[src/hdl/cbsm_consts.svh]
`ifndef CBSM_CONSTS_SVH
`define CBSM_CONSTS_SVH

// register byte indices
`define CBSM_IDX_SLEW_LO 8'h02
`define CBSM_IDX_SLEW_HI 8'h03
`define CBSM_IDX_RSVD_ONES 8'h04
`define CBSM_IDX_REV_VEN 8'h05
`define CBSM_IDX_CAT_DEV 8'h06
`define CBSM_IDX_COUNT 8'h07
`define CBSM_IDX_RSVD_8 8'h08
`define CBSM_IDX_RSVD_9 8'h09
`define CBSM_IDX_PD_KEEP 8'h0a
`define CBSM_IDX_IMP_DIS 8'h0b

// field positions
`define CBSM_SLEW8_BIT 0
`define CBSM_KEEP_BIT 6
`define CBSM_IMP_MSB 7
`define CBSM_IMP_LSB 6
`define CBSM_DIS_MSB 1
`define CBSM_DIS_LSB 0
`define CBSM_COUNT_MSB 4

// reset values
`define CBSM_SLEW_RESET 9'h1ff
`define CBSM_COUNT_RESET 5'h08
`define CBSM_KEEP_RESET 1'b1
`define CBSM_DIS_RESET 2'h0
`define CBSM_RSVD_ONES 8'hff

// impedance codes
`define CBSM_IMP_33 2'h0
`define CBSM_IMP_85 2'h1
`define CBSM_IMP_100 2'h2

// target addresses per strap level
`define CBSM_ADDR_LOW 7'h6b
`define CBSM_ADDR_MID 7'h6c
`define CBSM_ADDR_HIGH 7'h6d

`define CBSM_N_OUT 9

`endif

[src/hdl/cbsm_pkg.sv]
package cbsm_pkg;

	typedef enum logic [2:0] {
		CBSM_ST_IDLE,
		CBSM_ST_ADDR,
		CBSM_ST_ADDR_ACK,
		CBSM_ST_RX,
		CBSM_ST_RX_ACK,
		CBSM_ST_TX,
		CBSM_ST_TX_ACK
	} cbsm_state_type;

	typedef enum logic [1:0] {
		CBSM_DIS_LOW_LOW,
		CBSM_DIS_HIGH_IMPEDANCE,
		CBSM_DIS_HIGH_LOW,
		CBSM_DIS_LOW_HIGH
	} cbsm_dis_type;

	typedef enum logic [1:0] {
		CBSM_STRAP_LOW,
		CBSM_STRAP_MID,
		CBSM_STRAP_HIGH
	} cbsm_strap_type;

endpackage

[src/hdl/cbsm_bank.sv]
`include "cbsm_consts.svh"

module cbsm_bank #(
	parameter logic [1:0] IMP_RESET = `CBSM_IMP_100,
	parameter logic [3:0] REVISION = 4'h3, // arbitrary value
	parameter logic [3:0] VENDOR = 4'ha, // arbitrary value
	parameter logic [1:0] CATEGORY = 2'h2, // arbitrary value
	parameter logic [5:0] DEVICE_ID = 6'h15 // arbitrary value
) (
	// clock and reset
	input wire logic clk,
	input wire logic rst_b,
	// smbus pins
	input wire logic scl,
	input wire logic sda_in,
	output logic sda_out,
	output logic sda_oe,
	// strap and power
	input wire logic [1:0] address_strap,
	input wire logic pd_b,
	// output enables from outside this bank
	input wire logic [`CBSM_N_OUT-1:0] output_enable_bits,
	input wire logic [`CBSM_N_OUT-1:0] oe_pin_b,
	// output stage drive
	output logic [`CBSM_N_OUT-1:0] clock_output_run,
	output logic [`CBSM_N_OUT-1:0] clock_output_true,
	output logic [`CBSM_N_OUT-1:0] clock_output_comp,
	output logic [`CBSM_N_OUT-1:0] clock_output_high_impedance,
	// configuration
	output logic [`CBSM_N_OUT-1:0] edge_rate_select,
	output logic [1:0] output8_impedance_sel,
	output logic [1:0] disabled_output_state,
	output logic powerdown_config_keep,
	output logic [4:0] readback_count,
	output logic [6:0] target_address
);

	cbsm_pkg::cbsm_state_type state;
	logic scl_rise;
	logic scl_fall;
	logic start_det;
	logic stop_det;
	logic sda_q;
	logic [3:0] bit_cnt;
	logic [7:0] shifter;
	logic rw_read;
	logic ack_n;
	logic [1:0] byte_phase;
	logic [7:0] reg_idx;
	logic [7:0] wr_left;
	logic rd_first;
	logic strap_taken;
	logic byte_done;
	logic wr_en;
	logic tx_load;
	logic restore;
	logic [7:0] tx_byte;

	cbsm_edge u_edge (
		.clk(clk),
		.rst_b(rst_b),
		.scl(scl),
		.sda(sda_in),
		.scl_rise(scl_rise),
		.scl_fall(scl_fall),
		.start_det(start_det),
		.stop_det(stop_det),
		.sda_q(sda_q)
	);

	cbsm_outctl #(
		.N(`CBSM_N_OUT)
	) u_outctl (
		.clk(clk),
		.rst_b(rst_b),
		.pd_b(pd_b),
		.enable_bits(output_enable_bits),
		.oe_pin_b(oe_pin_b),
		.disabled_output_state(disabled_output_state),
		.run(clock_output_run),
		.level_true(clock_output_true),
		.level_comp(clock_output_comp),
		.high_impedance(clock_output_high_impedance)
	);

	function automatic logic wr_hit(input logic en, input logic [7:0] idx,
		input logic [7:0] target);
		return en && (idx == target);
	endfunction

	// register read map; unknown indices read zero
	function automatic logic [7:0] read_reg(input logic [7:0] idx);
		logic [7:0] v;
		v = 8'h00;
		unique case (idx)
			`CBSM_IDX_SLEW_LO: v = edge_rate_select[7:0];
			`CBSM_IDX_SLEW_HI: v = {7'h00, edge_rate_select[8]};
			`CBSM_IDX_RSVD_ONES: v = `CBSM_RSVD_ONES;
			`CBSM_IDX_REV_VEN: v = {REVISION, VENDOR};
			`CBSM_IDX_CAT_DEV: v = {CATEGORY, DEVICE_ID};
			`CBSM_IDX_COUNT: v = {3'h0, readback_count};
			`CBSM_IDX_RSVD_8: v = 8'h00;
			`CBSM_IDX_RSVD_9: v = 8'h00;
			`CBSM_IDX_PD_KEEP: v = {1'b0, powerdown_config_keep, 6'h00};
			`CBSM_IDX_IMP_DIS: v = {output8_impedance_sel, 4'h0, disabled_output_state};
			default: v = 8'h00;
		endcase
		return v;
	endfunction

	assign byte_done = scl_fall && (bit_cnt == 4'h8);
	assign wr_en = (state == cbsm_pkg::CBSM_ST_RX) && byte_done
		&& (byte_phase == 2'h2) && (wr_left != 8'h00);
	assign tx_load = scl_fall && rw_read
		&& ((state == cbsm_pkg::CBSM_ST_ADDR_ACK)
		|| (state == cbsm_pkg::CBSM_ST_TX_ACK && !ack_n));
	assign restore = !pd_b && !powerdown_config_keep;

	// count byte goes first in a block read; always_comb also follows the stored fields
	always_comb begin
		tx_byte = rd_first ? {3'h0, readback_count} : read_reg(reg_idx);
	end

	// open-drain: only ever pull low
	always_ff @(posedge clk) begin
		sda_out <= 1'b0;
	end

	// address strap caught once power is good
	always_ff @(posedge clk) begin
		if (!rst_b) begin
			strap_taken <= 1'b0;
			target_address <= `CBSM_ADDR_LOW;
		end else if (pd_b && !strap_taken) begin
			strap_taken <= 1'b1;
			unique case (cbsm_pkg::cbsm_strap_type'(address_strap))
				cbsm_pkg::CBSM_STRAP_LOW: target_address <= `CBSM_ADDR_LOW;
				cbsm_pkg::CBSM_STRAP_MID: target_address <= `CBSM_ADDR_MID;
				cbsm_pkg::CBSM_STRAP_HIGH: target_address <= `CBSM_ADDR_HIGH;
				default: target_address <= `CBSM_ADDR_LOW;
			endcase
		end
	end

	// bit-level target state machine
	always_ff @(posedge clk) begin
		if (!rst_b) begin
			state <= cbsm_pkg::CBSM_ST_IDLE;
			bit_cnt <= 4'h0;
			shifter <= 8'h00;
			rw_read <= 1'b0;
			ack_n <= 1'b1;
			sda_oe <= 1'b0;
		end else if (start_det) begin
			state <= cbsm_pkg::CBSM_ST_ADDR;
			bit_cnt <= 4'h0;
			sda_oe <= 1'b0;
		end else if (stop_det) begin
			state <= cbsm_pkg::CBSM_ST_IDLE;
			sda_oe <= 1'b0;
		end else begin
			unique case (state)
				cbsm_pkg::CBSM_ST_IDLE: begin
					sda_oe <= 1'b0;
				end
				cbsm_pkg::CBSM_ST_ADDR, cbsm_pkg::CBSM_ST_RX: begin
					if (scl_rise) begin
						shifter <= {shifter[6:0], sda_q};
						bit_cnt <= bit_cnt + 4'h1;
					end else if (byte_done) begin
						bit_cnt <= 4'h0;
						if (state == cbsm_pkg::CBSM_ST_ADDR) begin
							rw_read <= shifter[0];
							if (shifter[7:1] == target_address) begin
								sda_oe <= 1'b1;
								state <= cbsm_pkg::CBSM_ST_ADDR_ACK;
							end else begin
								state <= cbsm_pkg::CBSM_ST_IDLE;
							end
						end else begin
							// every received byte is acknowledged
							sda_oe <= 1'b1;
							state <= cbsm_pkg::CBSM_ST_RX_ACK;
						end
					end
				end
				cbsm_pkg::CBSM_ST_ADDR_ACK, cbsm_pkg::CBSM_ST_RX_ACK: begin
					if (tx_load) begin
						sda_oe <= !tx_byte[7];
						shifter <= {tx_byte[6:0], 1'b0};
						bit_cnt <= 4'h1;
						state <= cbsm_pkg::CBSM_ST_TX;
					end else if (scl_fall) begin
						sda_oe <= 1'b0;
						state <= cbsm_pkg::CBSM_ST_RX;
					end
				end
				cbsm_pkg::CBSM_ST_TX: begin
					if (scl_fall) begin
						if (bit_cnt == 4'h8) begin
							sda_oe <= 1'b0;
							bit_cnt <= 4'h0;
							state <= cbsm_pkg::CBSM_ST_TX_ACK;
						end else begin
							sda_oe <= !shifter[7];
							shifter <= {shifter[6:0], 1'b0};
							bit_cnt <= bit_cnt + 4'h1;
						end
					end
				end
				cbsm_pkg::CBSM_ST_TX_ACK: begin
					if (scl_rise) begin
						ack_n <= sda_q;
					end else if (tx_load) begin
						sda_oe <= !tx_byte[7];
						shifter <= {tx_byte[6:0], 1'b0};
						bit_cnt <= 4'h1;
						state <= cbsm_pkg::CBSM_ST_TX;
					end else if (scl_fall) begin
						// host not-acknowledge ends the read
						state <= cbsm_pkg::CBSM_ST_IDLE;
					end
				end
			endcase
		end
	end

	// index, count and write bookkeeping
	always_ff @(posedge clk) begin
		if (!rst_b) begin
			byte_phase <= 2'h0;
			reg_idx <= 8'h00;
			wr_left <= 8'h00;
			rd_first <= 1'b1;
		end else if (start_det) begin
			byte_phase <= 2'h0;
			rd_first <= 1'b1;
		end else if (byte_done && state == cbsm_pkg::CBSM_ST_RX) begin
			unique case (byte_phase)
				2'h0: begin
					reg_idx <= shifter;
					byte_phase <= 2'h1;
				end
				2'h1: begin
					wr_left <= shifter;
					byte_phase <= 2'h2;
				end
				default: begin
					if (wr_left != 8'h00) begin
						reg_idx <= reg_idx + 8'h01;
						wr_left <= wr_left - 8'h01;
					end
				end
			endcase
		end else if (tx_load) begin
			if (rd_first) begin
				rd_first <= 1'b0;
			end else begin
				reg_idx <= reg_idx + 8'h01;
			end
		end
	end

	// configuration store; read-only and reserved bits are never stored
	always_ff @(posedge clk) begin
		if (!rst_b || restore) begin
			edge_rate_select <= `CBSM_SLEW_RESET;
			readback_count <= `CBSM_COUNT_RESET;
			output8_impedance_sel <= IMP_RESET;
			disabled_output_state <= `CBSM_DIS_RESET;
		end else begin
			if (wr_hit(wr_en, reg_idx, `CBSM_IDX_SLEW_LO))
				edge_rate_select[7:0] <= shifter;
			if (wr_hit(wr_en, reg_idx, `CBSM_IDX_SLEW_HI))
				edge_rate_select[8] <= shifter[`CBSM_SLEW8_BIT];
			if (wr_hit(wr_en, reg_idx, `CBSM_IDX_COUNT))
				readback_count <= shifter[`CBSM_COUNT_MSB:0];
			if (wr_hit(wr_en, reg_idx, `CBSM_IDX_IMP_DIS)) begin
				output8_impedance_sel <= shifter[`CBSM_IMP_MSB:`CBSM_IMP_LSB];
				disabled_output_state <= shifter[`CBSM_DIS_MSB:`CBSM_DIS_LSB];
			end
		end
	end

	always_ff @(posedge clk) begin
		if (!rst_b) begin
			powerdown_config_keep <= `CBSM_KEEP_RESET;
		end else if (wr_hit(wr_en, reg_idx, `CBSM_IDX_PD_KEEP)) begin
			powerdown_config_keep <= shifter[`CBSM_KEEP_BIT];
		end
	end
endmodule

[src/hdl/cbsm_edge.sv]
module cbsm_edge (
	// clock and reset
	input wire logic clk,
	input wire logic rst_b,
	// bus pins
	input wire logic scl,
	input wire logic sda,
	// events
	output logic scl_rise,
	output logic scl_fall,
	output logic start_det,
	output logic stop_det,
	output logic sda_q
);

	logic scl_q;

	always_ff @(posedge clk) begin
		if (!rst_b) begin
			scl_q <= 1'b1;
			sda_q <= 1'b1;
		end else begin
			scl_q <= scl;
			sda_q <= sda;
		end
	end

	// data moving while the clock is high marks start or stop
	assign scl_rise = scl && !scl_q;
	assign scl_fall = !scl && scl_q;
	assign start_det = scl && scl_q && sda_q && !sda;
	assign stop_det = scl && scl_q && !sda_q && sda;

endmodule

[src/hdl/cbsm_outctl.sv]
`include "cbsm_consts.svh"

module cbsm_outctl #(
	parameter int N = `CBSM_N_OUT
) (
	// clock and reset
	input wire logic clk,
	input wire logic rst_b,
	// controls
	input wire logic pd_b,
	input wire logic [N-1:0] enable_bits,
	input wire logic [N-1:0] oe_pin_b,
	input wire logic [1:0] disabled_output_state,
	// output stage drive
	output logic [N-1:0] run,
	output logic [N-1:0] level_true,
	output logic [N-1:0] level_comp,
	output logic [N-1:0] high_impedance
);

	cbsm_pkg::cbsm_dis_type dis;
	assign dis = cbsm_pkg::cbsm_dis_type'(disabled_output_state);

	for (genvar i = 0; i < N; i++) begin : g_out
		always_ff @(posedge clk) begin
			if (!rst_b || !pd_b) begin
				run[i] <= 1'b0;
				level_true[i] <= 1'b0;
				level_comp[i] <= 1'b0;
				high_impedance[i] <= 1'b0;
			end else if (enable_bits[i] && !oe_pin_b[i]) begin
				run[i] <= 1'b1;
				level_true[i] <= 1'b0;
				level_comp[i] <= 1'b0;
				high_impedance[i] <= 1'b0;
			end else begin
				// a cleared enable bit overrides the pin
				run[i] <= 1'b0;
				level_true[i] <= (dis == cbsm_pkg::CBSM_DIS_HIGH_LOW);
				level_comp[i] <= (dis == cbsm_pkg::CBSM_DIS_LOW_HIGH);
				high_impedance[i] <= (dis == cbsm_pkg::CBSM_DIS_HIGH_IMPEDANCE);
			end
		end
	end
endmodule

[config.mk]
export PLATFORM = sky130hd
export DESIGN_NAME = cbsm_bank
export DESIGN_NICKNAME = d
export VERILOG_FILES = /design/src/hdl/cbsm_pkg.sv /design/src/hdl/cbsm_bank.sv /design/src/hdl/cbsm_edge.sv /design/src/hdl/cbsm_outctl.sv
export VERILOG_INCLUDE_DIRS = /design/src /design/src/hdl
export SDC_FILE = /design/constraint.sdc
export NUM_CORES = 1
export LEC_CHECK = 0
export BUFFER_PORTS_ARGS = -buffer_cell sky130_fd_sc_hd__buf_4
export CORE_MARGIN = 2
export CORE_UTILIZATION = 35
export DETAILED_ROUTE_END_ITERATION = 8
export SYNTH_ARGS = -nofsm -noshare
export SYNTH_HDL_FRONTEND = slang
export SYNTH_HIERARCHICAL = 1
export SYNTH_SLANG_ARGS = --single-unit
[constraint.sdc]
create_clock -name clk -period 3.15 [get_ports clk]
set_input_delay 0 -clock clk [delete_from_list [all_inputs] [get_ports clk]]
set_output_delay 0 -clock clk [all_outputs]
set_load 0.01 [all_outputs]
==> run_results.csv <==
group,metric,value,unit
floorplan,fp.dieW,119,um
global_route,antenna_found_initial,0,
yosys,seq_area_frac_synth,0.421,
placed_design,post-place-ws,0.602,ns
floorplan,die_h,119,um
hold_path,holdPathStages,3,
floorplan,fp.coreArea,13100,sq um
timing,timing.setup.tns,0,ns
route,wire_per_inst,15.5,um
setup_path,r2r_end,"shifter[1]",
timing,relSlewSlack,0.515,
yosys,synthArstFlopShare,0,
cells_and_area,layout_commonest_cell,"dfxtp_1",
route,via_per_inst,5.26,
route,first_iter_violations,299,
setup_path,r2r-start,"u_edge/scl_q",
timing,hold_violations,0,
global_route,gr-usage-all-layers,0.180,
route,via_count,4351,
yosys,synth.ff_latch_count,98,
hold_path,hold_start,"address_strap[0]",
placed_design,hpwl,9270,um
clocking,clock_path_buffers,2,
setup_path,reg2reg_depth,7,
setup_path,reg2reg_slack,0.57,ns
cells_and_area,utilization,0.443,
setup_path,worstSetupStartpointType,"flip-flop",
power,p_leak,0.00246,uW
setup_path,crit_required,3.42,ns
global_route,grt_pass1_wl,20700,um
setup_path,critical_path_peak_fanout,7,
clocking,clock_latency,0.34,ns
setup_path,crit_start,"u_edge/scl_q",
yosys,synth_area,4660,sq um
job,maxCapViolations,0,
clocking,cts_made_buffers,9,
hold_path,hold_end,"target_address[0]",
setup_path,crit_arrival,2.85,ns
hold_path,min_path_type,"in -> reg",
global_route,grt_max_degree,43,
yosys,syn-instance-count,568,
timing,min_period,2.58,ns
route,drc,0,
timing,tightest_slew,0.726,ns
floorplan,ios,89,
global_route,first_global_vias,3983,
yosys,synth_cell_type_count,68,
floorplan,dieArea,14300,sq um
floorplan,start_util,0.355,
setup_path,endpoint_kind,"flip-flop",
setup_path,critical_path_class,"reg -> reg",
power,peakVddDrop,0.000241,V
clocking,cts_tree,"built",
yosys,syn_avg_cell_area,8.21,sq um
timing,setup_viol,0,
cells_and_area,syn2layout_area_growth,24.7,%
timing,report.final.slew_viol_count,0,
route,ant_nets,0,
timing,finalCritPeriodShare,0.820,
floorplan,rows,42,
yosys,synth_ff_type,"dfxtp_1",
timing,rsz0062_at_grt,"false",
yosys,yosys_warnings,6,
timing,fmax,387,MHz
clocking,cts_sinks,98,
global_route,grt_overflow,0,
route,drt-total-wl,12800,um
yosys,synth_edf_count,0,
clocking,cts.htree.levels,3,
clocking,cts_root_buf,"clkbuf_16",
outcome,outcome,"finished clean",
cells_and_area,final_cell_mix,"dfxtp_1, buf_4, nor2_1",
placed_design,io_buffers,83,
power,pwr_density_cell,440,nW/um^2
cells_and_area,nets,680,
clocking,clk_pin_slew,0.07,ns
route,firstDrtPassIters,5,
cells_and_area,drive_gt1_frac,0.186,
cells_and_area,diodes,0,
timing,fin_worst_skew,0.00589,ns
placed_design,gp_congestion,0.928,
timing,fin_ws,0.567,ns
[sequential cells by signal, summed over array words and instances, names as in the netlist, 3 cells and up]
name                     cells
u_outctl/level_comp          9
wr_left                      8
shifter                      8
u_outctl/run                 9
reg_idx                      8
edge_rate_select             9
bit_cnt                      4
state                        3
u_outctl/level_true          9
target_address               3
u_outctl/high_impedance      9
readback_count               5
[worst max path at each step]
| stage | end | slack [ns] |
|---|---|---|
| after floorplan | shifter[1] | 0.85 |
| after global placement | shifter[1] | 0.69 |
| after detailed placement | shifter[1] | 0.60 |
| after CTS | shifter[1] | 0.58 |
| after global routing | wr_left[5] | 0.26 |
| final | shifter[1] | 0.57 |
[cells in the mapped netlist (3+ instances only)]
cell / instances / area [sq um]
o21ai_1: 3 / 15.0
and3_1: 3 / 18.8
nor4_1: 7 / 43.8
o211ai_1: 10 / 75.1
inv_1: 14 / 52.6
a22oi_1: 4 / 30.0
a2111oi_0: 3 / 26.3
or3_1: 4 / 25.0
and2_1: 11 / 68.8
ha_1: 9 / 113
nand3_1: 30 / 150
nor2b_1: 21 / 131
nor3_1: 22 / 110
nand2b_1: 15 / 93.8
o21a_1: 4 / 30.0
nand4_1: 4 / 25.0
nor2_1: 69 / 259
clkbuf_1: 26 / 97.6
and4b_1: 4 / 40.0
or2_2: 4 / 25.0
buf_2: 3 / 15.0
and2b_1: 5 / 37.5
or4_1: 4 / 30.0
nand2_1: 37 / 139
mux2i_1: 10 / 100
dfxtp_1: 98 / 1960
xor2_1: 3 / 26.3
a211oi_1: 5 / 37.5
o21ai_0: 43 / 215
o22ai_1: 3 / 18.8
buf_4: 5 / 37.5
a21oi_1: 38 / 190
[worst max-delay path, stage by stage, from the launching register on]
cell and delay, ns:
dfxtp_1 0.36, nor2b_1 0.44, nand2_2 0.13, a22oi_2 0.24, o211ai_2 0.11, or4_1 0.56
or4_1 0.53, a21boi_1 0.14
[what timing repair did]
item | 4_1_cts | 5_1_grt
setup buffers | 0 | 0
hold endpoints to repair | 37 | 0
resized for setup | 0 | 0
hold buffers | 12 | 0
[layout make-up]
cell class	count	area, sq um
clock buffers	9	225
well taps	176	220
fillers	1314	7320
inverters	14	52.6
repair buffers	100	781
flip-flops and latches	98	1960
clock inverters	7	81.3
multi-input cells	423	2490
[cell families after synthesis]
kind of cell,share of synthesized area
simple gates,0.294
compound gates,0.184
flops,0.421
buf+inv,0.0467
mux,0.0215
fa+ha+maj,0.0241
xor+xnor,0.00751
other cells,0.00161
[per-stage QoR]
stage          area [sq um]  hold slack, ns  total power [uW]  std cells
2_1_floorplan          4670          0.0730              1410        571
6_report               5820          0.0109              2560        827
5_1_grt                5820          0.0181              2660        827
3_5_place_dp           5390           0.221              1480        799
4_1_cts                5820         0.00453              2590        827
3_3_place_gp           5390           0.206              1470        799
[layer usage]
metal / vias to the layer above / routed length [um] / GRT usage
met5: - / 0 / 0
li1: 2168 / - / -
met2: 132 / 6010 / 0.290
met3: 17 / 645 / 0.0326
met1: 2034 / 5900 / 0.246
met4: 0 / 233 / 0.0559
[power by group]
part	switching, uW	internal, uW
Sequential	34.5	1250
Combinational	90.4	80.8
Clock	533	566
(Power assumes the default switching activity.)
